[src/hw/lane_cfg_pkg.sv]
// Operation
// RQ1: Automatic idle bit set means self idle detect; clear lets the mute bit decide.
// RQ2: Mute bit 1 puts the output in electrical idle; 0 keeps it active.
// RQ3: Detect mode 00 gives high-impedance input; 11 forces fixed 50 ohm termination.
// RQ4: Mode 01 probes every 12 ms and gives up after fifty attempts.
// RQ5: Mode 10 probes every 12 ms without limit until a receiver is found.
// RQ6: Automatic modes keep high impedance until detection, then switch to 50 ohm.
// RQ7: The detect mode field overrides the detect configuration pin.
// RQ8: Equalizer register holds an 8-bit boost code, reset value 0x2F.
// RQ9: Swing register bit 7 enables output short-circuit protection.
// RQ10: Rate bit 6 selects first/second generation when 1, third when 0; overrides pin.
// RQ11: Software keeps swing register bits 5 to 3 at 101.
// RQ12: Swing code 000..111 maps 0.7 V..1.4 V in 0.1 V steps; default 101.
// RQ13: Read-only emphasis bit 7 reports far-end receiver presence.
// RQ14: Read-only emphasis bits 6:5 report detected line rate.
// RQ15: Three-bit de-emphasis code selects 0 to -12 dB; default 010.
// RQ16: Threshold bits 3:2 pick the squelch de-assert level, default 00.
// RQ17: Threshold bits 1:0 pick the squelch assert level, default 00.
// RQ18: Threshold fields override the signal detect threshold pin.
// RQ19: Software writes zeros to other reserved bits and ignores their readback.
// RQ20: Identity register is read-only: 3-bit version, 5-bit part identifier.
`default_nettype none
package lane_cfg_pkg;

  ////////////////////////////////////////////////////////////////////////////
  // Register offsets
  localparam logic [7:0] ADDR_IDLE_DETECT = 8'h40;
  localparam logic [7:0] ADDR_EQUALIZER   = 8'h41;
  localparam logic [7:0] ADDR_SWING       = 8'h42;
  localparam logic [7:0] ADDR_EMPHASIS    = 8'h43;
  localparam logic [7:0] ADDR_SQUELCH     = 8'h44;
  localparam logic [7:0] ADDR_IDENTITY    = 8'h51;

  // Reset values
  localparam logic [7:0] RST_IDLE_DETECT  = 8'h00;
  localparam logic [7:0] RST_EQUALIZER    = 8'h2f;
  localparam logic [7:0] RST_SWING        = 8'had;
  localparam logic [4:0] RST_EMPHASIS     = 5'h02;
  localparam logic [7:0] RST_SQUELCH      = 8'h00;

  // Field positions and widths
  localparam int IDLE_AUTO_BIT  = 5;
  localparam int IDLE_SEL_BIT   = 4;
  localparam int DET_MODE_LSB   = 2;
  localparam int SC_PROT_BIT    = 7;
  localparam int RATE_SEL_BIT   = 6;
  localparam int SWING_LSB      = 0;
  localparam int PRESENT_BIT    = 7;
  localparam int RATE_DET_LSB   = 5;
  localparam int DEEMPH_LSB     = 0;
  localparam int DEASSERT_LSB   = 2;
  localparam int ASSERT_LSB     = 0;
  localparam int EMPH_WR_W      = 5;

  // Identity fields; values are arbitrary
  localparam logic [2:0] IDENT_VERSION = 3'h1;
  localparam logic [4:0] IDENT_PART    = 5'h0a;

  // Management bus
  localparam logic [3:0] BYTE_BITS      = 4'h8;
  localparam logic [6:0] DEF_BUS_ADDR   = 7'h18;

  // Far-end detect timing
  localparam longint CLOCK_HZ           = 64'd10000000;
  localparam longint DETECT_INTERVAL_MS = 64'd12;
  localparam longint DETECT_LIMIT_MS    = 64'd600;
  localparam int     DETECT_INTERVAL_CYCLES = int'(DETECT_INTERVAL_MS * CLOCK_HZ / 64'd1000);
  localparam logic [5:0] DETECT_ATTEMPTS = 6'(DETECT_LIMIT_MS / DETECT_INTERVAL_MS);

  // Far-end detect modes
  typedef enum logic [1:0] {
    DET_HIZ      = 2'h0,
    DET_LIMITED  = 2'h1,
    DET_ENDLESS  = 2'h2,
    DET_FIXED50  = 2'h3
  } det_mode_t;

  // Configuration handed to the analog lane
  typedef struct packed {
    logic       sc_protect_en;
    logic       rate_gen12;
    logic [2:0] output_swing_level;
    logic [2:0] deemphasis_level;
    logic [7:0] equalizer_level;
    logic [1:0] squelch_deassert_sel;
    logic [1:0] squelch_assert_sel;
  } lane_cfg_t;

endpackage
`default_nettype wire

[src/hw/lane_channel_config_registers.sv]
`timescale 1ns/1ps
`default_nettype none
module lane_channel_config_registers #(
  parameter logic [6:0] BUS_ADDR        = lane_cfg_pkg::DEF_BUS_ADDR,
  parameter int         INTERVAL_CYCLES = lane_cfg_pkg::DETECT_INTERVAL_CYCLES
) (
  input  wire logic              clock,
  input  wire logic              rst_n,
  input  wire logic              scl_in,
  input  wire logic              sda_in,
  output logic                   sda_out,
  output logic                   sda_oe,
  input  wire logic              line_signal_present,
  input  wire logic              far_end_sense,
  input  wire logic [1:0]        rate_detect_pins,
  output logic                   output_mute,
  output logic                   rx_probe,
  output logic                   term_50_ohm,
  output lane_cfg_pkg::lane_cfg_t cfg
);

  typedef enum logic [5:0] {
    ST_IDLE  = 6'h01,
    ST_ADDR  = 6'h02,
    ST_ACK   = 6'h04,
    ST_WRITE = 6'h08,
    ST_READ  = 6'h10,
    ST_RACK  = 6'h20
  } bus_state_t;

  ////////////////////////////////////////////////////////////////////////////
  // Input synchronisers
  logic       scl_s1, scl_s2, scl_p;
  logic       sda_s1, sda_s2, sda_p;
  logic       sig_s1, sig_s2;
  logic       sense_s1, sense_s2;
  logic [1:0] rate_s1, rate_s2;

  // Two flops per pin, plus one history stage for edges
  always_ff @(posedge clock or negedge rst_n) begin
    if (!rst_n) begin
      scl_s1   <= 1'b1;
      scl_s2   <= 1'b1;
      scl_p    <= 1'b1;
      sda_s1   <= 1'b1;
      sda_s2   <= 1'b1;
      sda_p    <= 1'b1;
      sig_s1   <= 1'b0;
      sig_s2   <= 1'b0;
      sense_s1 <= 1'b0;
      sense_s2 <= 1'b0;
      rate_s1  <= 2'h0;
      rate_s2  <= 2'h0;
    end else begin
      scl_s1   <= scl_in;
      scl_s2   <= scl_s1;
      scl_p    <= scl_s2;
      sda_s1   <= sda_in;
      sda_s2   <= sda_s1;
      sda_p    <= sda_s2;
      sig_s1   <= line_signal_present;
      sig_s2   <= sig_s1;
      sense_s1 <= far_end_sense;
      sense_s2 <= sense_s1;
      rate_s1  <= rate_detect_pins;
      rate_s2  <= rate_s1;
    end
  end

  logic scl_rise, scl_fall, bus_start, bus_stop;

  // Bus line events
  assign scl_rise  = scl_s2 && !scl_p;
  assign scl_fall  = !scl_s2 && scl_p;
  assign bus_start = scl_s2 && scl_p && sda_p && !sda_s2;
  assign bus_stop  = scl_s2 && scl_p && !sda_p && sda_s2;

  ////////////////////////////////////////////////////////////////////////////
  // Register storage
  logic [7:0] idle_q, idle_d;
  logic [7:0] eq_q, eq_d;
  logic [7:0] swing_q, swing_d;
  logic [4:0] emph_q, emph_d;
  logic [7:0] squelch_q, squelch_d;
  logic       present;
  logic       wr_en;
  logic [7:0] ptr_q, ptr_d;
  logic [7:0] shift_q, shift_d;

  // Register readback mux
  function automatic logic [7:0] reg_readback(input logic [7:0] addr);
    logic [7:0] rd;
    rd = 8'h00;
    unique case (addr)
      lane_cfg_pkg::ADDR_IDLE_DETECT: rd = idle_q;
      lane_cfg_pkg::ADDR_EQUALIZER:   rd = eq_q;
      lane_cfg_pkg::ADDR_SWING:       rd = swing_q;
      lane_cfg_pkg::ADDR_EMPHASIS: begin
        rd = {3'h0, emph_q};
        rd[lane_cfg_pkg::PRESENT_BIT] = present;                 // [RQ13]
        rd[lane_cfg_pkg::RATE_DET_LSB +: 2] = rate_s2;           // [RQ14]
      end
      lane_cfg_pkg::ADDR_SQUELCH:     rd = squelch_q;
      lane_cfg_pkg::ADDR_IDENTITY:
        rd = {lane_cfg_pkg::IDENT_VERSION, lane_cfg_pkg::IDENT_PART};  // [RQ20]
      default:                        rd = 8'h00;
    endcase
    return rd;
  endfunction

  ////////////////////////////////////////////////////////////////////////////
  // Management bus slave
  bus_state_t state_q, state_d;
  logic [3:0] cnt_q, cnt_d;
  logic       rw_q, rw_d;
  logic       first_q, first_d;
  logic       nack_q, nack_d;
  logic       oe_q, oe_d;

  // Byte framing, acknowledge and pointer handling
  always_comb begin
    logic [7:0] rd;
    rd      = reg_readback(ptr_q);
    state_d = state_q;
    cnt_d   = cnt_q;
    rw_d    = rw_q;
    first_d = first_q;
    nack_d  = nack_q;
    oe_d    = oe_q;
    ptr_d   = ptr_q;
    shift_d = shift_q;
    wr_en   = 1'b0;
    if (bus_start) begin
      state_d = ST_ADDR;
      cnt_d   = 4'h0;
      oe_d    = 1'b0;
    end else if (bus_stop) begin
      state_d = ST_IDLE;
      oe_d    = 1'b0;
    end else begin
      unique case (state_q)
        ST_IDLE: begin
          oe_d = 1'b0;
        end
        ST_ADDR, ST_WRITE: begin
          if (scl_rise) begin
            shift_d = {shift_q[6:0], sda_s2};
            cnt_d   = cnt_q + 4'h1;
          end else if (scl_fall && cnt_q == lane_cfg_pkg::BYTE_BITS) begin
            if (state_q == ST_ADDR) begin
              if (shift_q[7:1] == BUS_ADDR) begin
                rw_d    = shift_q[0];
                first_d = 1'b1;
                oe_d    = 1'b1;
                state_d = ST_ACK;
              end else begin
                state_d = ST_IDLE;
              end
            end else begin
              if (first_q) begin
                ptr_d   = shift_q;
                first_d = 1'b0;
              end else begin
                wr_en = 1'b1;
                ptr_d = ptr_q + 8'h01;
              end
              oe_d    = 1'b1;
              state_d = ST_ACK;
            end
          end
        end
        ST_ACK: begin
          if (scl_fall) begin
            cnt_d = 4'h0;
            if (rw_q) begin
              shift_d = rd;
              oe_d    = !rd[7];
              ptr_d   = ptr_q + 8'h01;
              state_d = ST_READ;
            end else begin
              oe_d    = 1'b0;
              state_d = ST_WRITE;
            end
          end
        end
        ST_READ: begin
          if (scl_rise) begin
            cnt_d = cnt_q + 4'h1;
          end else if (scl_fall) begin
            if (cnt_q == lane_cfg_pkg::BYTE_BITS) begin
              oe_d    = 1'b0;
              state_d = ST_RACK;
            end else begin
              shift_d = {shift_q[6:0], 1'b0};
              oe_d    = !shift_q[6];
            end
          end
        end
        ST_RACK: begin
          if (scl_rise) begin
            nack_d = sda_s2;
          end else if (scl_fall) begin
            if (nack_q) begin
              state_d = ST_IDLE;
            end else begin
              shift_d = rd;
              oe_d    = !rd[7];
              ptr_d   = ptr_q + 8'h01;
              cnt_d   = 4'h0;
              state_d = ST_READ;
            end
          end
        end
      endcase
    end
  end

  // Bus state registers
  always_ff @(posedge clock or negedge rst_n) begin
    if (!rst_n) begin
      state_q <= ST_IDLE;
      cnt_q   <= 4'h0;
      rw_q    <= 1'b0;
      first_q <= 1'b0;
      nack_q  <= 1'b0;
      oe_q    <= 1'b0;
      ptr_q   <= 8'h00;
      shift_q <= 8'h00;
    end else begin
      state_q <= state_d;
      cnt_q   <= cnt_d;
      rw_q    <= rw_d;
      first_q <= first_d;
      nack_q  <= nack_d;
      oe_q    <= oe_d;
      ptr_q   <= ptr_d;
      shift_q <= shift_d;
    end
  end

  ////////////////////////////////////////////////////////////////////////////
  // Register writes
  always_comb begin
    idle_d    = idle_q;
    eq_d      = eq_q;
    swing_d   = swing_q;
    emph_d    = emph_q;
    squelch_d = squelch_q;
    if (wr_en) begin
      unique case (ptr_q)
        lane_cfg_pkg::ADDR_IDLE_DETECT: idle_d    = shift_q;  // [RQ1] [RQ7]
        lane_cfg_pkg::ADDR_EQUALIZER:   eq_d      = shift_q;  // [RQ8]
        lane_cfg_pkg::ADDR_SWING:       swing_d   = shift_q;  // [RQ9] [RQ10] [RQ12]
        lane_cfg_pkg::ADDR_EMPHASIS:
          emph_d = shift_q[lane_cfg_pkg::EMPH_WR_W-1:0];      // [RQ15]
        lane_cfg_pkg::ADDR_SQUELCH:     squelch_d = shift_q;  // [RQ16] [RQ17]
        default:                        idle_d    = idle_q;
      endcase
    end
  end

  // Register storage with documented defaults
  always_ff @(posedge clock or negedge rst_n) begin
    if (!rst_n) begin
      idle_q    <= lane_cfg_pkg::RST_IDLE_DETECT;
      eq_q      <= lane_cfg_pkg::RST_EQUALIZER;             // [RQ8]
      swing_q   <= lane_cfg_pkg::RST_SWING;                 // [RQ12]
      emph_q    <= lane_cfg_pkg::RST_EMPHASIS;              // [RQ15]
      squelch_q <= lane_cfg_pkg::RST_SQUELCH;               // [RQ16] [RQ17]
    end else begin
      idle_q    <= idle_d;
      eq_q      <= eq_d;
      swing_q   <= swing_d;
      emph_q    <= emph_d;
      squelch_q <= squelch_d;
    end
  end

  ////////////////////////////////////////////////////////////////////////////
  // Far-end receiver detection
  lane_cfg_pkg::det_mode_t det_mode;

  // Register field alone picks the mode
  assign det_mode = lane_cfg_pkg::det_mode_t'(idle_q[lane_cfg_pkg::DET_MODE_LSB +: 2]);  // [RQ7]

  far_end_detect_seq #(
    .INTERVAL_CYCLES (INTERVAL_CYCLES)
  ) u_detect (
    .clock   (clock),
    .rst_n   (rst_n),
    .mode    (det_mode),
    .sense   (sense_s2),
    .probe   (rx_probe),
    .present (present),
    .term_50 (term_50_ohm)
  );

  ////////////////////////////////////////////////////////////////////////////
  // Lane control outputs
  logic                   mute_q, mute_d;
  lane_cfg_pkg::lane_cfg_t cfg_q, cfg_d;

  // Idle selection and configuration fan-out
  always_comb begin
    if (idle_q[lane_cfg_pkg::IDLE_AUTO_BIT]) begin
      mute_d = !sig_s2;                                                  // [RQ1]
    end else begin
      mute_d = idle_q[lane_cfg_pkg::IDLE_SEL_BIT];                       // [RQ1] [RQ2]
    end
    cfg_d.sc_protect_en        = swing_q[lane_cfg_pkg::SC_PROT_BIT];     // [RQ9]
    cfg_d.rate_gen12           = swing_q[lane_cfg_pkg::RATE_SEL_BIT];    // [RQ10]
    cfg_d.output_swing_level   = swing_q[lane_cfg_pkg::SWING_LSB +: 3];  // [RQ12]
    cfg_d.deemphasis_level     = emph_q[lane_cfg_pkg::DEEMPH_LSB +: 3];  // [RQ15]
    cfg_d.equalizer_level      = eq_q;                                   // [RQ8]
    cfg_d.squelch_deassert_sel = squelch_q[lane_cfg_pkg::DEASSERT_LSB +: 2];  // [RQ16] [RQ18]
    cfg_d.squelch_assert_sel   = squelch_q[lane_cfg_pkg::ASSERT_LSB +: 2];    // [RQ17] [RQ18]
  end

  // Output registers
  always_ff @(posedge clock or negedge rst_n) begin
    if (!rst_n) begin
      mute_q  <= 1'b0;
      cfg_q   <= '0;
      sda_out <= 1'b0;
    end else begin
      mute_q  <= mute_d;
      cfg_q   <= cfg_d;
      sda_out <= 1'b0;
    end
  end

  assign output_mute = mute_q;
  assign cfg         = cfg_q;
  assign sda_oe      = oe_q;

endmodule
`default_nettype wire

[src/hw/far_end_detect_seq.sv]
`timescale 1ns/1ps
`default_nettype none
module far_end_detect_seq #(
  parameter int INTERVAL_CYCLES = lane_cfg_pkg::DETECT_INTERVAL_CYCLES
) (
  input  wire logic                    clock,
  input  wire logic                    rst_n,
  input  wire lane_cfg_pkg::det_mode_t mode,
  input  wire logic                    sense,
  output logic                         probe,
  output logic                         present,
  output logic                         term_50
);

  localparam int CNT_W = $clog2(INTERVAL_CYCLES + 1);
  localparam logic [CNT_W-1:0] CNT_LAST = CNT_W'(INTERVAL_CYCLES - 1);

  lane_cfg_pkg::det_mode_t mode_q;
  logic [CNT_W-1:0]        cnt_q, cnt_d;
  logic [5:0]              tries_q, tries_d;
  logic                    probe_q, probe_d;
  logic                    present_q, present_d;
  logic                    term_q, term_d;

  ////////////////////////////////////////////////////////////////////////////
  // Probe scheduling and presence latch
  always_comb begin
    cnt_d     = cnt_q;
    tries_d   = tries_q;
    probe_d   = 1'b0;
    present_d = present_q;
    if (mode != mode_q) begin
      cnt_d     = '0;
      tries_d   = '0;
      present_d = 1'b0;
    end else begin
      unique case (mode)
        lane_cfg_pkg::DET_HIZ,
        lane_cfg_pkg::DET_FIXED50: begin
          present_d = 1'b0;                          // [RQ3]
        end
        lane_cfg_pkg::DET_LIMITED,
        lane_cfg_pkg::DET_ENDLESS: begin
          if (probe_q && sense) begin
            present_d = 1'b1;
          end else if (!present_q && (mode == lane_cfg_pkg::DET_ENDLESS ||
                       tries_q < lane_cfg_pkg::DETECT_ATTEMPTS)) begin
            if (cnt_q == CNT_LAST) begin
              cnt_d   = '0;
              probe_d = 1'b1;                        // [RQ4] [RQ5]
              if (mode == lane_cfg_pkg::DET_LIMITED) begin
                tries_d = tries_q + 6'h01;           // [RQ4]
              end
            end else begin
              cnt_d = cnt_q + CNT_W'(1);
            end
          end
        end
      endcase
    end
    // Fixed mode 50 ohm; otherwise high impedance until found, then 50 ohm
    term_d = (mode == lane_cfg_pkg::DET_FIXED50) ||
             (mode != lane_cfg_pkg::DET_HIZ && present_d);  // [RQ3] [RQ6]
  end

  // State registers
  always_ff @(posedge clock or negedge rst_n) begin
    if (!rst_n) begin
      mode_q    <= lane_cfg_pkg::DET_HIZ;
      cnt_q     <= '0;
      tries_q   <= '0;
      probe_q   <= 1'b0;
      present_q <= 1'b0;
      term_q    <= 1'b0;
    end else begin
      mode_q    <= mode;
      cnt_q     <= cnt_d;
      tries_q   <= tries_d;
      probe_q   <= probe_d;
      present_q <= present_d;
      term_q    <= term_d;
    end
  end

  assign probe   = probe_q;
  assign present = present_q;
  assign term_50 = term_q;

endmodule
`default_nettype wire

[config.mk]
export PLATFORM = sky130hd
export DESIGN_NAME = lane_channel_config_registers
export DESIGN_NICKNAME = d
export VERILOG_FILES = /design/src/hw/lane_cfg_pkg.sv /design/src/hw/lane_channel_config_registers.sv /design/src/hw/far_end_detect_seq.sv
export SDC_FILE = /design/constraint.sdc
export NUM_CORES = 1
export LEC_CHECK = 0
export BUFFER_PORTS_ARGS = -buffer_cell sky130_fd_sc_hd__buf_4
export CAP_MARGIN = 20
export CORE_ASPECT_RATIO = 0.5
export CORE_MARGIN = 2
export CORE_UTILIZATION = 44
export CTS_CLUSTER_SIZE = 25
export DETAILED_ROUTE_END_ITERATION = 8
export PLACE_DENSITY = 0.59
export RECOVER_POWER = 50
export SYNTH_ARGS = -nofsm -noshare
export SYNTH_HDL_FRONTEND = slang
export SYNTH_SLANG_ARGS = --single-unit
[constraint.sdc]
create_clock -name clock -period 3.4 [get_ports clock]
set_input_delay 0.34 -clock clock [delete_from_list [all_inputs] [get_ports clock]]
set_output_delay 0.34 -clock clock [all_outputs]
set_load 0.02 [all_outputs]
==> Yosys cells after proc, flatten, opt, wreduce, memory -nomap -nowiden <==
Cells that the tools add are included.
{ "word_totals": {"regBits": 130, "out_inout_bits": 25, "word_cells": 233} }
{ "classes": {"addsub": 4, "n_lt_le_gt_ge": 1, "eq_ne": 49, "muxes": 87, "n_bitwise": 3, "n_reduce_logical": 50} }
{ "op_table": {"columns": ["cell", "count"], "rows": [
  ["$mux W8", 18],
  ["$mux W6", 17],
  ["$mux W17", 5],
  ["$eq A8 B7 Y1 const B", 6],
  ["$pmux W8 S6", 1],
  ["$ne A4 B4 Y1 const B", 9],
  ["$pmux W8 S4", 1],
  ["$mux W1", 30],
  ["$mux W4", 7],
  ["$ne A2 B2 Y1 const B", 13],
  ["$pmux W6 S4", 1],
  ["$pmux W8 S3", 1],
  ["$reduce_and A9 Y1", 2],
  ["$add A17 B1 Y17 const B", 1],
  ["$eq A17 B17 Y1 const B", 1],
  ["$reduce_and A7 Y1", 2],
  ["$ne A3 B3 Y1 const B", 4],
  ["$pmux W4 S3", 1],
  ["$reduce_and A12 Y1", 1],
  ["$logic_and A1 B1 Y1", 11],
  ["$reduce_and A11 Y1", 1],
  ["$mux W5", 2],
  ["$reduce_and A2 Y1", 5],
  ["$reduce_bool A2 Y1", 5],
  ["34 further kinds", 49]
]} }

==> Logic depth before layout (Yosys ltp) <==
{ "depth": {"depth_word": 9, "depth_mapped": 9, "ltp_nobuf": 7} }

==> Modules after synthesis <==
From an unflattened synthesis, not the netlist that was laid out.
{ "unflattened": {"cells_unflattened": 588, "area_unflattened_um2": 6488.7} }
{ "by_module_without_submodules": {"columns": ["mod", "instances", "cells_per_inst", "area_each_um2", "seq_area_each_um2"], "rows": [
  ["lane_channel_config_registers", 1, 415, 4784.6, 2575.0],
  ["far_end_detect_seq", 1, 173, 1704.1, 700.7]
]} }

==> Worst setup path after synthesis <==
Ideal clock, no wire load.
{ "synth_timing": {"path_kind": "reg2reg", "startpoint": "register state_q[2]", "endpoint": "register shift_q[0]", "arrival_ps": 2404, "required_time_ps": 3275, "path_slack_ps": 872, "path_stages_with_launch": 8, "n_path_buf": 2, "synth_period_minus_slack_ps": 2528, "cell_sequence": "dfrtp_1 -> buf_4 -> or4_1 -> or2_1 -> buf_2 -> and3_1 -> a211oi_2 -> mux2_2"} }
{ "synth_between": {"elab_chain_cells": 4, "elab_cells_between_ends": 18} }
{ "synth_rtl": {"columns": ["item", "line", "text"], "rows": [
  ["from (decl)", "lane_channel_config_registers.sv:113", "bus_state_t state_q, state_d;"],
  ["from (signal assigned)", "lane_channel_config_registers.sv:230", "state_q <= state_d;"],
  ["$eq A6 B2 Y1 / $eq A6 B4 Y1 (equally long branches)", "lane_channel_config_registers.sv:141", "unique case (state_q)"],
  ["$reduce_or A2 Y1", "lane_channel_config_registers.sv:141", null],
  ["$reduce_bool A4 Y1 (no source line) / $ne A2 B2 Y1 (equally long branches)", null, null],
  ["$reduce_and A12 Y1 (no source line)", null, null],
  ["to (signal assigned)", "lane_channel_config_registers.sv:237", "shift_q <= shift_d;"],
  ["to (decl)", "lane_channel_config_registers.sv:88", "logic [7:0] shift_q, shift_d;"]
]} }
Parallel ways exist; a longest one is shown, timed or not.
A chain may end at the register's enable or synchronous reset.

==> Final worst setup path <==
{ "layout_timing": {"startpoint": "register state_q[2]", "endpoint": "register shift_q[2]"} }
Same word-level chain as after synthesis.

==> results.sh <==
export IMPL_hold_viol_final=0
export IMPL_fin_nets=610
export IMPL_cp_required_ps=3700
export IMPL_violations="max-capacitance violations, max-slew violations"
export IMPL_htreeDepth=4
export IMPL_cts_num_sinks=130
export IMPL_worstSetupPathType="flip-flop to flip-flop"
export IMPL_dpl_hpwl_microns=9330
export IMPL_drtPass1Iterations=5
export IMPL_grt_overflow=0
export IMPL_placed_cells=762
export IMPL_grt_pass1_wl_microns=23800
export IMPL_syn_nets=580
export IMPL_path_clk_slew_ps=60
export IMPL_fin_cells=795
export IMPL_setup_violations_final=0
export IMPL_grt_pass1_vias=4456
export IMPL_ys_seq_area_share_pct=52.5
export IMPL_synth_avg_cell_area_sq_um=11.1
export IMPL_synth_adder_area_share_pct=2.41
export IMPL_timing_final_crit_period_ps=2770
export IMPL_finalWirelength_microns=14300
export IMPL_grt_max_degree=83
export IMPL_yosys_warnings=0
export IMPL_fmax_ghz=0.361
export IMPL_synth_async_sr_flop_share_pct=100
export IMPL_vdd_ir_drop_max_mv=0.366
export IMPL_run_status="finished, violations left"
export IMPL_slew_viol_final=82
export IMPL_synth_distinct_cells=73
export IMPL_ys_top_cells_by_area="dfrtp_1 (45%), mux2_2 (8.5%), dfstp_2 (7.6%)"
export IMPL_num_rows=30
export IMPL_grtUsageTotal_pct=20.7
export IMPL_grt_antenna_before_repair=0
export IMPL_antennaDiodeCount=0
export IMPL_synth_cells=560
export IMPL_synth_top_area_share_pct=44.9
export IMPL_place_gp_congestion=0.864
export IMPL_startpoint_type="flip-flop"
export IMPL_vias=4568
export IMPL_die_area_sq_um=15200
export IMPL_hp_class="input pin to flip-flop"
export IMPL_cts_inserted_buffers=17
export IMPL_numPortBuffers=31
export IMPL_tns_ps=0
export IMPL_yosys_area_share_xor_xnor_pct=2.95
export IMPL_post_cts_resized=0
export IMPL_post_route_period_util_pct=81.4
export IMPL_fp_coreArea_sq_um=13700
export IMPL_start_util_pct=45.6
export IMPL_cts_root_buf="clkbuf_16"
export IMPL_wire_per_inst_microns=18.0
export IMPL_drc=0
export IMPL_drive_gt1_share_pct=19.1
export IMPL_syn_cell_area_sq_um=6240
export IMPL_syn2layout_area_growth_pct=15.2
export IMPL_synth_compound_area_share_pct=14.8
export IMPL_skew_ps=9.13
export IMPL_end_kind="flip-flop"
export IMPL_synth_seq_cells=130
export IMPL_synthMuxAreaShare_pct=10.0
export IMPL_post_dp_cell_area_sq_um=6680
export IMPL_worstMarginPinSlew_ps=2010
export IMPL_worst_path_max_fanout=10
export IMPL_synthSimpleGateAreaFrac_pct=14.4
export IMPL_final_area_sq_um=7190
export IMPL_slew_headroom_pct=-34.1
export IMPL_synth_top_family_by_area="compound AO/OA/AOI/OAI gates"
export IMPL_die_height_microns=88.2
export IMPL_cts_tree="done"
export IMPL_worst_skew_pair_late_latency_ps=420
export IMPL_netlist_top_cell_by_area="dfrtp_1"
export IMPL_powerDensity_nw_per_um2=662
export IMPL_viasPerCell=5.75
export IMPL_critPathArrivalTime_ps=3070
export IMPL_yosysMostFrequentCell="dfrtp_1"
export IMPL_clk_path_buf_depth=2
export IMPL_synth_top_flop_cell="dfrtp_1"
export IMPL_rsz0062_at_grt="no"
export IMPL_die_w_microns=172
export IMPL_total_leakage_power_nw=3.20
export IMPL_detail_route_antenna_nets=0
export IMPL_boundaryPins=33
export IMPL_synth_commonest_cells="dfrtp_1 (112), mux2_2 (47), nand2_1 (31), nor2_1 (31), nand3_1 (28)"
export IMPL_drt_iter0_drc=481
export IMPL_drv_cap=1
export IMPL_synth_edf_count=0
-- flip-flops by register name, indices dropped and copies added (netlist names), 4 cells and up --
name and count:
state_q 6, shift_q 8, u_detect.tries_q 6, u_detect.cnt_q 17, squelch_q 8, ptr_q 8, idle_q 8, cnt_q 4
eq_q 8, cfg 20, swing_q 8, emph_q 5
-- final cells by class --
type / count / area, sq um
fill: 1244 / 6510
sequential: 130 / 3280
multi-input combinational: 385 / 2800
clock buffer: 18 / 429
tap: 192 / 240
timing repair buffer: 39 / 215
clock inverter: 14 / 169
inverter: 17 / 63.8
-- layout by cell type (no fill, tap or decap), types with 6 or more instances in the layout --
master and n:
dfrtp_1 112, mux2_2 47, nand2_1 31, nor2_1 31, nand3_1 28, o21ai_0 27, clkbuf_1 25, a21oi_1 23
inv_1 17, clkbuf_16 17, xnor2_1 16, nor3_1 14, ha_1 12, a22oi_1 11, dfstp_1 11, and3_1 8
nor2b_1 7, dfstp_2 7, nor4_1 6, a211oi_1 6, a31oi_1 6, clkbuf_4 6, buf_4 6
-- per-layer routing --
layer  share of wire, %  track usage, %
met1                 48            28.6
met2                 45            32.9
met3                5.0            5.01
met4                1.2            5.81
met5                  0               0
-- cells by family (layout without fill, tap and decap cells) --
group,Yosys count,count (layout)
and+or+nand+nor,165,165
AOI/OAI and AO/OA,130,130
DFF,130,130
muxes,56,56
buffers and inverters,45,88
xor gates and xnor gates,21,21
adders and majority gates,12,12
other,1,1
-- power by group --
| part | internal (mW) | total, mW | switching, mW |
|---|---|---|---|
| sequential | 1.66 | 1.89 | 0.232 |
| combinational | 0.361 | 0.981 | 0.620 |
| clock | 1.11 | 1.89 | 0.785 |
| total | 3.12 | 4.76 | 1.64 |
-- worst paths after layout --
path / start / end / slack, ps / cells after the start
max reg2reg: state_q[2] / shift_q[2] / 630 / 5
max: state_q[2] / shift_q[2] / 630 / 5
min: sda_in / sda_s1 / 30 / 1
min in group asynchronous: rst_n / u_detect.cnt_q[13] / 1030 / 2
min reg2reg: rate_s1[0] / rate_s2[0] / 350 / 0
max in group asynchronous: rst_n / state_q[5] / 1180 / 2
-- stage by stage --
step	utilization, %	power [mW]	setup slack [ps]	hold slack [ps]
2_1_floorplan	-	2.57	872	44.4
5_1_grt	52.5	5.01	482	12.3
3_5_place_dp	48.7	2.88	669	337
4_1_cts	53.2	4.79	659	6.50
3_3_place_gp	48.7	2.89	690	334
6_report	52.5	4.76	633	26.1
-- critical path: stages, from the launching register on --
cell	delay [ps]
dfrtp_1	470
or4_1	550
or2_1	360
and3_1	260
a211oi_2	590
mux2_2	410
-- repair_timing --
| action | in CTS | in global routing |
|---|---|---|
| hold buffers | 1 | 0 |
| endpoints found under the setup margin | 0 | 0 |
| buffers inserted | 0 | 0 |
| endpoints found under the hold margin | 16 | 0 |
Power figures use the tool's default switching activity.
